===== config.mk =====
export PLATFORM = sky130hd
export DESIGN_NAME = sra_engine
export DESIGN_NICKNAME = d
export VERILOG_FILES = /design/src/rtl/sra_pkg.sv /design/src/rtl/sra_engine.sv /design/src/rtl/sra_fifo.sv
export VERILOG_INCLUDE_DIRS = /design/src /design/src/rtl
export SDC_FILE = /design/constraint.sdc
export NUM_CORES = 1
export LEC_CHECK = 0
export BUFFER_PORTS_ARGS = -buffer_cell sky130_fd_sc_hd__buf_2
export CORE_ASPECT_RATIO = 1.25
export CORE_UTILIZATION = 60
export CTS_CLUSTER_SIZE = 30
export DETAILED_ROUTE_END_ITERATION = 6
export MAX_ROUTING_LAYER = met4
export PLACE_DENSITY = 0.79
export SLEW_MARGIN = 20
export SYNTH_ARGS = -nofsm -noshare
export SYNTH_HDL_FRONTEND = slang
export SYNTH_SLANG_ARGS = --single-unit

===== constraint.sdc =====
create_clock -name clk_in -period 8.82 [get_ports clk_in]
set_clock_uncertainty 0.15 [all_clocks]
set_input_delay 1.764 -clock clk_in [delete_from_list [all_inputs] [get_ports clk_in]]
set_output_delay 1.764 -clock clk_in [all_outputs]
set_load 0.005 [all_outputs]

===== src/rtl/sra_regs.svh =====
// Register offsets, field positions, reset values and signalling frame counts
// Assumes a 16-bit host register port at byte addresses
`ifndef SRA_REGS_SVH
`define SRA_REGS_SVH
`define SRA_SERVICE_ENABLE_ADDR 14'h2042
`define SRA_SERVICE_SOURCE_ADDR 14'h2044
`define SRA_CELL_COUNT_STATUS_ADDR 14'h2046
`define SRA_CELL_COUNT_ADDR 14'h2048
`define SRA_ENABLE_RESET 16'h0000
`define SRA_OVERALL_ROLL_BIT 0
`define SRA_VC_ROLL_BIT 1
`define SRA_CAS_PROCESS_BIT 0
`define SRA_CAS_USER_BIT 1
`define SRA_CAS_COMPARE_BIT 2
`define SRA_E1_CAS_FRAME 5'd16
`define SRA_DS1_CAS_FRAME 5'd24
`endif


===== src/rtl/sra_pkg.sv =====
// Types shared by the structured reassembly engine
// Assumes the constants header is included by users of offsets
package sra_pkg;
  typedef enum logic [2:0] {
    SRA_OKAY     = 3'b001,
    SRA_OVERFLOW = 3'b010,
    SRA_UNDERRUN = 3'b100
  } sra_slip_t;
endpackage : sra_pkg


===== src/rtl/sra_engine.sv =====
// Structured reassembly engine: signalling, slip handling, counters
// Assumes cells arrive as bytes, one per cycle, with a start marker;
// entry table sits in flip-flops indexed by channel
`timescale 1ns/100ps
`include "sra_regs.svh"
module sra_engine #(
  parameter int CH    = 8,
  parameter int WPW   = 8,
  parameter int ADW   = 14,
  parameter int DEPTH = 16
) (
  // Clock and reset
  input  wire logic             clk_in,
  input  wire logic             resetn_in,
  // Cell byte stream from the cell interface
  input  wire logic             cell_valid_in,
  output logic                  cell_ready_out,
  input  wire logic [7:0]       cell_byte_in,
  input  wire logic             cell_start_in,
  input  wire logic             cell_seq_odd_in,
  input  wire logic             cell_csi_in,
  // Circuit configuration
  input  wire logic             vc_startup_in,
  input  wire logic [2:0]       cas_ctrl_in,
  input  wire logic             e1_mode_in,
  input  wire logic             sn_sync_in,
  input  wire logic             reframe_pend_in,
  input  wire logic [$clog2(CH)-1:0] last_entry_in,
  input  wire logic [WPW-1:0]   slip_ptr_in,
  input  wire logic [WPW-1:0]   max_lead_in,
  input  wire logic [WPW-1:0]   read_ptr_in,
  input  wire logic             adaptive_en_in,
  input  wire logic             srts_en_in,
  input  wire logic [ADW-1:0]   vc_struct_addr_in,
  // Entry table load from software
  input  wire logic             tbl_we_in,
  input  wire logic [$clog2(CH)-1:0] tbl_idx_in,
  input  wire logic [3:0]       tbl_nibble_in,
  input  wire logic [11:0]      tbl_base_in,
  // Host register port
  input  wire logic             reg_rd_in,
  input  wire logic             reg_wr_in,
  input  wire logic [ADW-1:0]   reg_addr_in,
  input  wire logic [15:0]      reg_wdata_in,
  output logic [15:0]           reg_rdata_out,
  // Circular buffer write to the output module
  output logic                  buf_we_out,
  output logic [11+WPW:0]       buf_addr_out,
  output logic [15:0]           buf_data_out,
  input  wire logic             buf_ready_in,
  // Status and clock recovery
  output logic                  changed_flag_out,
  output logic [15:0]           underrun_cnt_out,
  output logic [15:0]           overflow_cnt_out,
  output logic                  service_req_out,
  output logic                  phase_valid_out,
  output logic [WPW-1:0]        phaseword_out,
  output logic                  rts_valid_out,
  output logic [3:0]            rts_out
);
  import sra_pkg::*;
  localparam int CW = $clog2(CH);

  // ============================================================
  // Entry table and counters
  logic [3:0]     nibble [CH];
  logic [11:0]    base   [CH];
  logic [CW-1:0]  cur_entry;
  logic [4:0]     cur_frame;
  logic [WPW-1:0] wr_ptr;
  logic           first_cell;
  logic           mf_pending;
  logic [15:0]    cell_count;
  logic [15:0]    vc_count;
  logic [15:0]    enable_reg;
  logic [15:0]    source_reg;
  logic           overall_roll;
  logic           vc_roll;
  logic [1:0]     rts_bits;
  logic [3:0]     rts_shift;

  // ============================================================
  // Decode
  wire take      = cell_valid_in && cell_ready_out;
  wire last_ch   = (cur_entry == last_entry_in);
  wire [4:0] cas_frame = e1_mode_in ? `SRA_E1_CAS_FRAME
                                    : `SRA_DS1_CAS_FRAME;
  wire cas_on    = cas_ctrl_in[`SRA_CAS_PROCESS_BIT];
  wire in_cas    = cas_on && (cur_frame == cas_frame - 5'd1);
  wire cas_ok    = in_cas && sn_sync_in && !reframe_pend_in;
  wire [3:0] rx_nib = cell_byte_in[3:0];
  wire cas_write = take && cas_ok &&
                   !cas_ctrl_in[`SRA_CAS_USER_BIT];
  wire cas_diff  = take && cas_ok && cas_ctrl_in[`SRA_CAS_COMPARE_BIT] &&
                   (rx_nib != nibble[cur_entry]);
  wire [WPW-1:0] lead = wr_ptr - read_ptr_in;
  sra_slip_t slip;
  assign slip = (lead == '0)        ? SRA_UNDERRUN :
                (lead > max_lead_in) ? SRA_OVERFLOW : SRA_OKAY;
  wire check    = take && cell_start_in && !first_cell &&
                  !vc_startup_in;
  wire slipped  = check && (slip != SRA_OKAY);
  wire [WPW-1:0] use_ptr = slipped ? slip_ptr_in : wr_ptr;
  wire payload  = take && !in_cas;
  wire mf_bit   = cas_on && mf_pending;
  wire [15:0] entry = {mf_bit, 1'b0, use_ptr[WPW-1 -: 2],
                       nibble[cur_entry], cell_byte_in};
  wire cell_tick = take && cell_start_in;
  wire vc_wrap   = cell_tick && (vc_count == 16'hffff);

  // ============================================================
  // Byte stream buffering toward the output module
  logic              fifo_out_valid;
  logic [11+WPW+16:0] fifo_out_data;
  logic              fifo_in_ready;
  sra_fifo #(.WIDTH(12+WPW+16), .DEPTH(DEPTH)) u_fifo (
    .clk_in        (clk_in),
    .resetn_in     (resetn_in),
    .in_valid_in   (payload),
    .in_ready_out  (fifo_in_ready),
    .in_data_in    ({base[cur_entry], use_ptr, entry}),
    .out_valid_out (fifo_out_valid),
    .out_ready_in  (buf_ready_in),
    .out_data_out  (fifo_out_data)
  );
  // Back-pressure stalls the cell source while the buffer is full
  assign cell_ready_out = fifo_in_ready;

  // ============================================================
  // Channel, frame and pointer advance
  always_ff @(posedge clk_in or negedge resetn_in) begin
    if (!resetn_in) begin
      cur_entry  <= '0;
      cur_frame  <= '0;
      wr_ptr     <= '0;
      first_cell <= 1'b1;
      mf_pending <= 1'b0;
    end else if (vc_startup_in) begin
      wr_ptr     <= slip_ptr_in;
      first_cell <= 1'b1;
      cur_entry  <= '0;
      cur_frame  <= '0;
    end else if (take) begin
      if (cell_start_in) first_cell <= 1'b0;
      if (last_ch) begin
        cur_entry <= '0;
        wr_ptr    <= use_ptr + 1'b1;
        if (in_cas) begin
          cur_frame  <= '0;
          mf_pending <= 1'b1;
        end else begin
          cur_frame  <= cur_frame + 5'd1;
          mf_pending <= 1'b0;
        end
      end else begin
        cur_entry <= cur_entry + 1'b1;
        wr_ptr    <= use_ptr;
      end
    end
  end

  // ============================================================
  // Entry table
  // Cleared at reset so unloaded channels never send unknown nibbles
  always_ff @(posedge clk_in or negedge resetn_in) begin
    if (!resetn_in) begin
      for (int i = 0; i < CH; i++) begin
        nibble[i] <= 4'h0;
        base[i]   <= 12'h000;
      end
    end else if (tbl_we_in) begin
      nibble[tbl_idx_in] <= tbl_nibble_in;
      base[tbl_idx_in]   <= tbl_base_in;
    end else if (cas_write) begin
      nibble[cur_entry]  <= rx_nib;
    end
  end

  // ============================================================
  // Statistics, counters and registers
  wire hit_en  = reg_addr_in == `SRA_SERVICE_ENABLE_ADDR;
  wire hit_st  = reg_addr_in == `SRA_CELL_COUNT_STATUS_ADDR;
  wire clr_all = reg_wr_in && hit_st &&
                 reg_wdata_in[`SRA_OVERALL_ROLL_BIT];
  wire clr_vc  = reg_wr_in && hit_st && reg_wdata_in[`SRA_VC_ROLL_BIT];
  wire all_wrap = cell_tick && (cell_count == 16'hffff);
  wire [15:0] rd_mux =
    (reg_addr_in == `SRA_SERVICE_ENABLE_ADDR)    ? enable_reg :
    (reg_addr_in == `SRA_SERVICE_SOURCE_ADDR)    ? source_reg :
    hit_st ? {14'h0000, vc_roll, overall_roll} :
    (reg_addr_in == `SRA_CELL_COUNT_ADDR)        ? cell_count : 16'h0000;

  always_ff @(posedge clk_in or negedge resetn_in) begin
    if (!resetn_in) begin
      cell_count       <= '0;
      vc_count         <= '0;
      enable_reg       <= `SRA_ENABLE_RESET;
      source_reg       <= '0;
      overall_roll     <= 1'b0;
      vc_roll          <= 1'b0;
      changed_flag_out <= 1'b0;
      underrun_cnt_out <= '0;
      overflow_cnt_out <= '0;
      service_req_out  <= 1'b0;
      reg_rdata_out    <= '0;
    end else begin
      if (cell_tick) cell_count <= cell_count + 16'h0001;
      if (cell_tick) vc_count   <= vc_count + 16'h0001;
      if (reg_wr_in && hit_en) enable_reg <= reg_wdata_in;
      // Set wins over a same-cycle clear
      if (all_wrap) overall_roll <= 1'b1;
      else if (clr_all) overall_roll <= 1'b0;
      if (vc_wrap) begin
        vc_roll    <= 1'b1;
        source_reg <= 16'(vc_struct_addr_in);
      end else if (clr_vc) vc_roll <= 1'b0;
      if (cas_diff) changed_flag_out <= 1'b1;
      if (slipped && slip == SRA_UNDERRUN)
        underrun_cnt_out <= underrun_cnt_out + 16'h0001;
      if (slipped && slip == SRA_OVERFLOW)
        overflow_cnt_out <= overflow_cnt_out + 16'h0001;
      service_req_out <=
        (overall_roll && enable_reg[`SRA_OVERALL_ROLL_BIT]) ||
        (vc_roll && enable_reg[`SRA_VC_ROLL_BIT]);
      reg_rdata_out <= reg_rd_in ? rd_mux : reg_rdata_out;
    end
  end

  // ============================================================
  // Output write port and clock recovery
  always_ff @(posedge clk_in or negedge resetn_in) begin
    if (!resetn_in) begin
      buf_we_out      <= 1'b0;
      buf_addr_out    <= '0;
      buf_data_out    <= '0;
      phase_valid_out <= 1'b0;
      phaseword_out   <= '0;
      rts_valid_out   <= 1'b0;
      rts_out         <= '0;
      rts_bits        <= '0;
      rts_shift       <= '0;
    end else begin
      buf_we_out   <= fifo_out_valid && buf_ready_in;
      buf_addr_out <= fifo_out_data[11+WPW+16:16];
      buf_data_out <= fifo_out_data[15:0];
      phase_valid_out <= adaptive_en_in && cell_tick;
      phaseword_out   <= lead;
      rts_valid_out   <= 1'b0;
      if (srts_en_in && cell_tick && cell_seq_odd_in) begin
        rts_shift <= {rts_shift[2:0], cell_csi_in};
        rts_bits  <= rts_bits + 2'd1;
        if (rts_bits == 2'd3) begin
          rts_out       <= {rts_shift[2:0], cell_csi_in};
          rts_valid_out <= 1'b1;
        end
      end
    end
  end

  // ============================================================
  // Checks
  a_startup_ptr: assert property (@(posedge clk_in)
    disable iff (!resetn_in)
    vc_startup_in |=> wr_ptr == $past(slip_ptr_in))
    else $error("write pointer not loaded at start-up");
  a_user_hold: assert property (@(posedge clk_in)
    disable iff (!resetn_in)
    cas_ctrl_in[`SRA_CAS_USER_BIT] && !tbl_we_in |=>
      nibble[$past(cur_entry)] == $past(nibble[cur_entry]))
    else $error("user nibble overwritten");
  a_sync_hold: assert property (@(posedge clk_in)
    disable iff (!resetn_in)
    !sn_sync_in && !tbl_we_in |=>
      nibble[$past(cur_entry)] == $past(nibble[cur_entry]))
    else $error("nibble updated while out of sync");
  a_slip_reload: assert property (@(posedge clk_in)
    disable iff (!resetn_in)
    slipped && !last_ch |=> wr_ptr == $past(slip_ptr_in))
    else $error("slip did not reposition pointer");
  a_count_step: assert property (@(posedge clk_in)
    disable iff (!resetn_in)
    cell_tick |=> cell_count == $past(cell_count) + 16'h0001)
    else $error("overall counter did not step");
  a_roll_set: assert property (@(posedge clk_in)
    disable iff (!resetn_in)
    all_wrap |=> overall_roll && cell_count == 16'h0000)
    else $error("rollover status not set");
  a_vc_source: assert property (@(posedge clk_in)
    disable iff (!resetn_in)
    vc_wrap |=> vc_roll && source_reg == 16'($past(vc_struct_addr_in)))
    else $error("source address not captured");
  a_changed_set: assert property (@(posedge clk_in)
    disable iff (!resetn_in)
    cas_diff |=> changed_flag_out)
    else $error("changed flag not set");
  a_flag_nocas: assert property (@(posedge clk_in)
    disable iff (!resetn_in)
    !cas_on |-> !entry[15])
    else $error("multiframe flag set without signalling");
  a_turn_bits: assert property (@(posedge clk_in)
    disable iff (!resetn_in)
    entry[13:12] == use_ptr[WPW-1 -: 2])
    else $error("turn field mismatch");
  // Checked after the FIFO, where packing slips would show
  a_turn_out: assert property (@(posedge clk_in)
    disable iff (!resetn_in)
    buf_we_out |-> buf_data_out[13:12] == buf_addr_out[WPW-1 -: 2])
    else $error("turn field lost on the write port");
  a_first_free: assert property (@(posedge clk_in)
    disable iff (!resetn_in)
    take && cell_start_in && first_cell |-> !slipped)
    else $error("first cell was slip-checked");
  a_ovf_count: assert property (@(posedge clk_in)
    disable iff (!resetn_in)
    slipped && slip == SRA_OVERFLOW |=>
      overflow_cnt_out == $past(overflow_cnt_out) + 16'h0001)
    else $error("overflow statistic did not step");
  a_unr_count: assert property (@(posedge clk_in)
    disable iff (!resetn_in)
    slipped && slip == SRA_UNDERRUN |=>
      underrun_cnt_out == $past(underrun_cnt_out) + 16'h0001)
    else $error("underrun statistic did not step");
  a_no_request: assert property (@(posedge clk_in)
    disable iff (!resetn_in)
    !overall_roll && !vc_roll |=> !service_req_out)
    else $error("service request without a rollover");
  a_service_req: assert property (@(posedge clk_in)
    disable iff (!resetn_in)
    vc_roll && enable_reg[`SRA_VC_ROLL_BIT] |=> service_req_out)
    else $error("circuit rollover raised no request");
  a_roll_hold: assert property (@(posedge clk_in)
    disable iff (!resetn_in)
    overall_roll && !clr_all |=> overall_roll)
    else $error("rollover status dropped without a clear");
  a_changed_hold: assert property (@(posedge clk_in)
    disable iff (!resetn_in)
    changed_flag_out |=> changed_flag_out)
    else $error("changed flag dropped");
  a_wrap_frame: assert property (@(posedge clk_in)
    disable iff (!resetn_in)
    take && last_ch && in_cas && !vc_startup_in |=>
      cur_frame == 5'd0 && mf_pending)
    else $error("frame counter did not wrap after signalling");
  a_cas_store: assert property (@(posedge clk_in)
    disable iff (!resetn_in)
    cas_write && !tbl_we_in |=>
      nibble[$past(cur_entry)] == $past(rx_nib))
    else $error("received nibble not stored");
  c_slip: cover property (@(posedge clk_in) disable iff (!resetn_in) slipped);
  c_cas: cover property (@(posedge clk_in) disable iff (!resetn_in) cas_write);
  c_roll: cover property (@(posedge clk_in) disable iff (!resetn_in) all_wrap);
  c_full: cover property (@(posedge clk_in) disable iff (!resetn_in)
    cell_valid_in && !cell_ready_out);
  c_mf: cover property (@(posedge clk_in) disable iff (!resetn_in)
    payload && mf_bit);
endmodule : sra_engine


===== src/rtl/sra_fifo.sv =====
// Flip-flop FIFO with valid/ready on both sides
// Assumes a single clock and active-low asynchronous reset
`timescale 1ns/100ps
module sra_fifo #(
  parameter int WIDTH = 8,
  parameter int DEPTH = 16
) (
  // Clock and reset
  input  wire logic             clk_in,
  input  wire logic             resetn_in,
  // Fill side
  input  wire logic             in_valid_in,
  output logic                  in_ready_out,
  input  wire logic [WIDTH-1:0] in_data_in,
  // Drain side
  output logic                  out_valid_out,
  input  wire logic             out_ready_in,
  output logic [WIDTH-1:0]      out_data_out
);
  localparam int AW = $clog2(DEPTH);
  logic [WIDTH-1:0] mem [DEPTH];
  logic [AW-1:0]    wr_idx;
  logic [AW-1:0]    rd_idx;
  logic [AW:0]      count;
  wire              push = in_valid_in && in_ready_out;
  wire              pop  = out_valid_out && out_ready_in;
  // Full at DEPTH entries; an empty FIFO must accept
  assign in_ready_out  = (count < (AW+1)'(DEPTH));
  assign out_valid_out = (count != '0);
  assign out_data_out  = mem[rd_idx];
  always_ff @(posedge clk_in or negedge resetn_in) begin
    if (!resetn_in) begin
      wr_idx <= '0;
      rd_idx <= '0;
      count  <= '0;
    end else begin
      if (push) wr_idx <= (wr_idx == AW'(DEPTH-1)) ? '0 : wr_idx + 1'b1;
      if (pop)  rd_idx <= (rd_idx == AW'(DEPTH-1)) ? '0 : rd_idx + 1'b1;
      count <= count + (AW+1)'(push) - (AW+1)'(pop);
    end
  end
  always_ff @(posedge clk_in) begin
    if (push) mem[wr_idx] <= in_data_in;
  end
endmodule : sra_fifo


==> flow_metrics.tcl <==
set metrics [dict create \
    status "complete, but fails checks" \
    violations "DRC" \
    irDropWorstVdd_mv 0.253 \
    htreeDepth 3 \
    crit_slowest_cell "o311ai_0" \
    drv_slew 0 \
    critPathLaunchType "input port" \
    synth_seq_cells 854 \
    core-area_mm2 0.0583 \
    place_hpwl_mm 46.9 \
    cts_hold_buf 0 \
    synthCells 2328 \
    rsz0062_at_grt "no" \
    power_density_mw_per_mm2 283 \
    hold_violations 0 \
    setup_viol 0 \
    clkPwrFrac_pct 31.0 \
    first_pass_iters 7 \
    yosys_warnings 0 \
    max_cap_violations 0 \
    crit_arrival_ns 6.42 \
    routed_wirelength_mm 82.1 \
    rows 99 \
    io_pins 219 \
    final.period_utilization_pct 68.8 \
    worstSetupPathType "in -> reg" \
    cellInternalPower_mw 8.02 \
    pwr-share-seq_pct 46.1 \
    post_cts_resized 0 \
    ant_nets 0 \
    drt-vias-per-instance 6.28 \
    final.setup.tns_ns 0 \
    grt_use_total_pct 29.0 \
    syn_to_final_growth_pct 13.3 \
    drt_iter0_drc 2007 \
    crit_required_ns 9.17 \
    cts-root-buf "clkbuf_16" \
    numPortBuffers 217 \
    antenna_found_initial 10 \
    largest_register "u_fifo.mem" \
    largest_reg_flops 528 \
    grt_pass1_vias 21967 \
    worst_skew_pair.late_latency_ns 0.62 \
    ys.flop_type "edfxtp_1" \
    clk_path_buf_depth 3 \
    cts_tree "built" \
    ys_types 72 \
    min_path_type "reg -> reg" \
    clk_pin_slew_worst_paths_ns 0.07 \
    clock-sinks 854 \
    post-place-ws_ns 2.12 \
    fin_area_mm2 0.0401 \
    wire_per_inst_um 24.3 \
    dp.cells 3226 \
    drive_gt1_share_pct 25.2 \
    fin_ws_ns 2.75 \
    nets 2703 \
    switchingPower_mw 3.31 \
    syn_area_mm2 0.0354 \
    timing.final.crit_period_ns 6.07 \
    grt_overflow 0 \
    r2r_slack_ns 3.41 \
    max_slew_margin_pct 28.6 \
    fillers 3745 \
    yosysSeqAreaShare_pct 67.9 \
    p_sw_share_pct 29.2 \
    whs_path_depth 1 \
    synth-edff-count 528 \
    grt_pass1_wl_mm 126 \
    crit_path_end_kind "register" \
    p_leak_nw 15.6 \
    syn_avg_cell_area_um2 15.2 \
    whs_ns 0.317 \
    fmax_mhz 165 \
    timing.rr.end "wr_ptr[2]" \
    tightestPinTransition_ns 1.07 \
    syn_nets 2481 \
    cts_made_buffers 79 \
    hold_start "vc_count[4]" \
    cts_setup_buffers 0 \
    die-area_mm2 0.0599 \
    rr_startpoint "wr_ptr[0]" \
    hold_end "vc_count[4]" \
    die_width_um 219 \
    grt_max_degree 164 \
    place_congestion 0.852 \
    postPlaceCellArea_mm2 0.0373 \
    r2r_cells 19 \
    start_util_pct 60.6 \
    num_vias 21237 \
    critPathMaxFanout 30 \
    drc 6 \
    worst_path_most_repeated_cell "ha_1" \
    chipHeight_um 273 \
    p_comb_share_pct 23.0 \
    max_stage_delay_ns 0.64 \
    fin_cells 3384 \
    reg.largest.list "u_fifo.mem (528), base (96), nibble (32)" \
    worstPathCellList "buf_2, ha_1, inv_1, fa_1, a211oi_1, or4b_1, o2111ai_1, ha_1, nand3_1, o311ai_0, o31ai_4, buf_4, mux2_2, ha_1, and2_1, nand2_1, mux2_2, a221oi_1, nor2_1" \
    async_flop_share_pct 38.2 \
]
-- kinds of logic after synthesis --
kind of cell	after synthesis	share of synthesized area, %
mux	348	13.8
fa+ha+maj	36	1.32
xor+xnor	79	1.96
flops	854	67.9
simple gates	496	6.36
other cells	1	0.0106
compound gates	348	6.76
buf+inv	166	1.85
-- final cells by class --
class | instances | area, um2 | area share, %
diodes | 12 | 30.0 | 0.0750
clock buffers | 102 | 2230 | 5.56
clock inverters | 44 | 453 | 1.13
inverters | 46 | 173 | 0.431
multi-input cells | 1308 | 10800 | 26.8
flip-flops and latches | 854 | 24000 | 60.0
well taps | 757 | 947 | 2.36
repair buffers | 261 | 1460 | 3.63
-- routing by layer --
metal  up-vias  global-route usage, %  share of wire (%)
met4         0                   10.9                3.0
met3       174                   4.46                8.0
li1       9303                      -                  -
met5         -                      -                  0
met2      1004                   46.5                 50
met1     10756                   37.6                 39
-- worst max-delay path by stage --
| stage | start | to | slack (ns) | cells past startpoint |
|---|---|---|---|---|
| 4_1_cts | read_ptr_in[0] | wr_ptr[2] | 2.77 | 19 |
| 3_5_place_dp | read_ptr_in[0] | wr_ptr[2] | 2.12 | 19 |
| 3_3_place_gp | read_ptr_in[0] | wr_ptr[2] | 2.31 | 19 |
| 5_1_grt | read_ptr_in[0] | wr_ptr[2] | 2.36 | 19 |
| 2_1_floorplan | read_ptr_in[0] | wr_ptr[2] | 2.25 | 19 |
| 6_report | read_ptr_in[0] | wr_ptr[2] | 2.75 | 19 |
-- through the flow --
| stage | power (mW) | util, % |
|---|---|---|
| after floorplan | 6.95 | - |
| after global placement | 7.74 | 64.0 |
| after detailed placement | 7.87 | 64.0 |
| after CTS | 11.4 | 68.6 |
| after global routing | 11.8 | 68.7 |
| final | 11.3 | 68.7 |
-- cells in the final DEF (no fill, tap or decap), drive strengths merged, types with 34 or more instances in the layout --
| cell | netlist | layout |
|---|---|---|
| a22oi | 68 | 68 |
| ha | 34 | 34 |
| mux2 | 138 | 138 |
| mux2i | 112 | 112 |
| nand2 | 269 | 269 |
| o21ai | 87 | 87 |
| buf | 41 | 261 |
| a221oi | 34 | 34 |
| mux4 | 98 | 98 |
| nor2 | 82 | 82 |
| clkbuf | 79 | 102 |
| a21oi | 71 | 71 |
| edfxtp | 528 | 528 |
| inv | 46 | 49 |
| dfrtp | 325 | 325 |
| xnor2 | 52 | 52 |
-- synth_stat cells (7+ instances only) --
cell type | count | share of area (%)
a21o_1 | 7 | 0.15
a21oi_1 | 71 | 1.0
a221oi_1 | 34 | 0.84
a222oi_1 | 14 | 0.40
a22oi_1 | 68 | 1.4
and2_1 | 18 | 0.32
and3_1 | 19 | 0.34
and4_1 | 8 | 0.20
buf_1 | 29 | 0.31
buf_2 | 7 | 0.099
clkbuf_1 | 79 | 0.84
dfrtp_1 | 325 | 23
edfxtp_1 | 528 | 45
ha_1 | 34 | 1.2
inv_1 | 46 | 0.49
mux2_2 | 138 | 4.4
mux2i_1 | 112 | 3.2
mux4_2 | 98 | 6.2
nand2_1 | 269 | 2.9
nand2b_1 | 8 | 0.14
nand3_1 | 28 | 0.40
nand4_1 | 22 | 0.39
nor2_1 | 82 | 0.87
nor3_1 | 15 | 0.21
o21ai_0 | 86 | 1.2
o2bb2ai_1 | 32 | 0.79
xnor2_1 | 52 | 1.3
xor2_1 | 27 | 0.67
-- power by group through the flow --
stage / sequential [mW] / clock (mW) / combinational, mW
floorplan: 5.10 / 0 / 1.85
global placement: 5.26 / 0 / 2.48
detailed placement: 5.29 / 0 / 2.58
CTS: 5.22 / 3.55 / 2.61
global route: 5.27 / 3.71 / 2.82
finish: 5.22 / 3.51 / 2.60
-- critical path, delay by kind of cell --
kind | cells | cell delay (ns)
buffers and inverters | 3 | 0.42
muxes | 2 | 0.71
adders and majority gates | 4 | 1.17
AOI/OAI and AO/OA | 5 | 1.68
and+or+nand+nor | 5 | 0.64
Power figures use the tool's default switching activity.
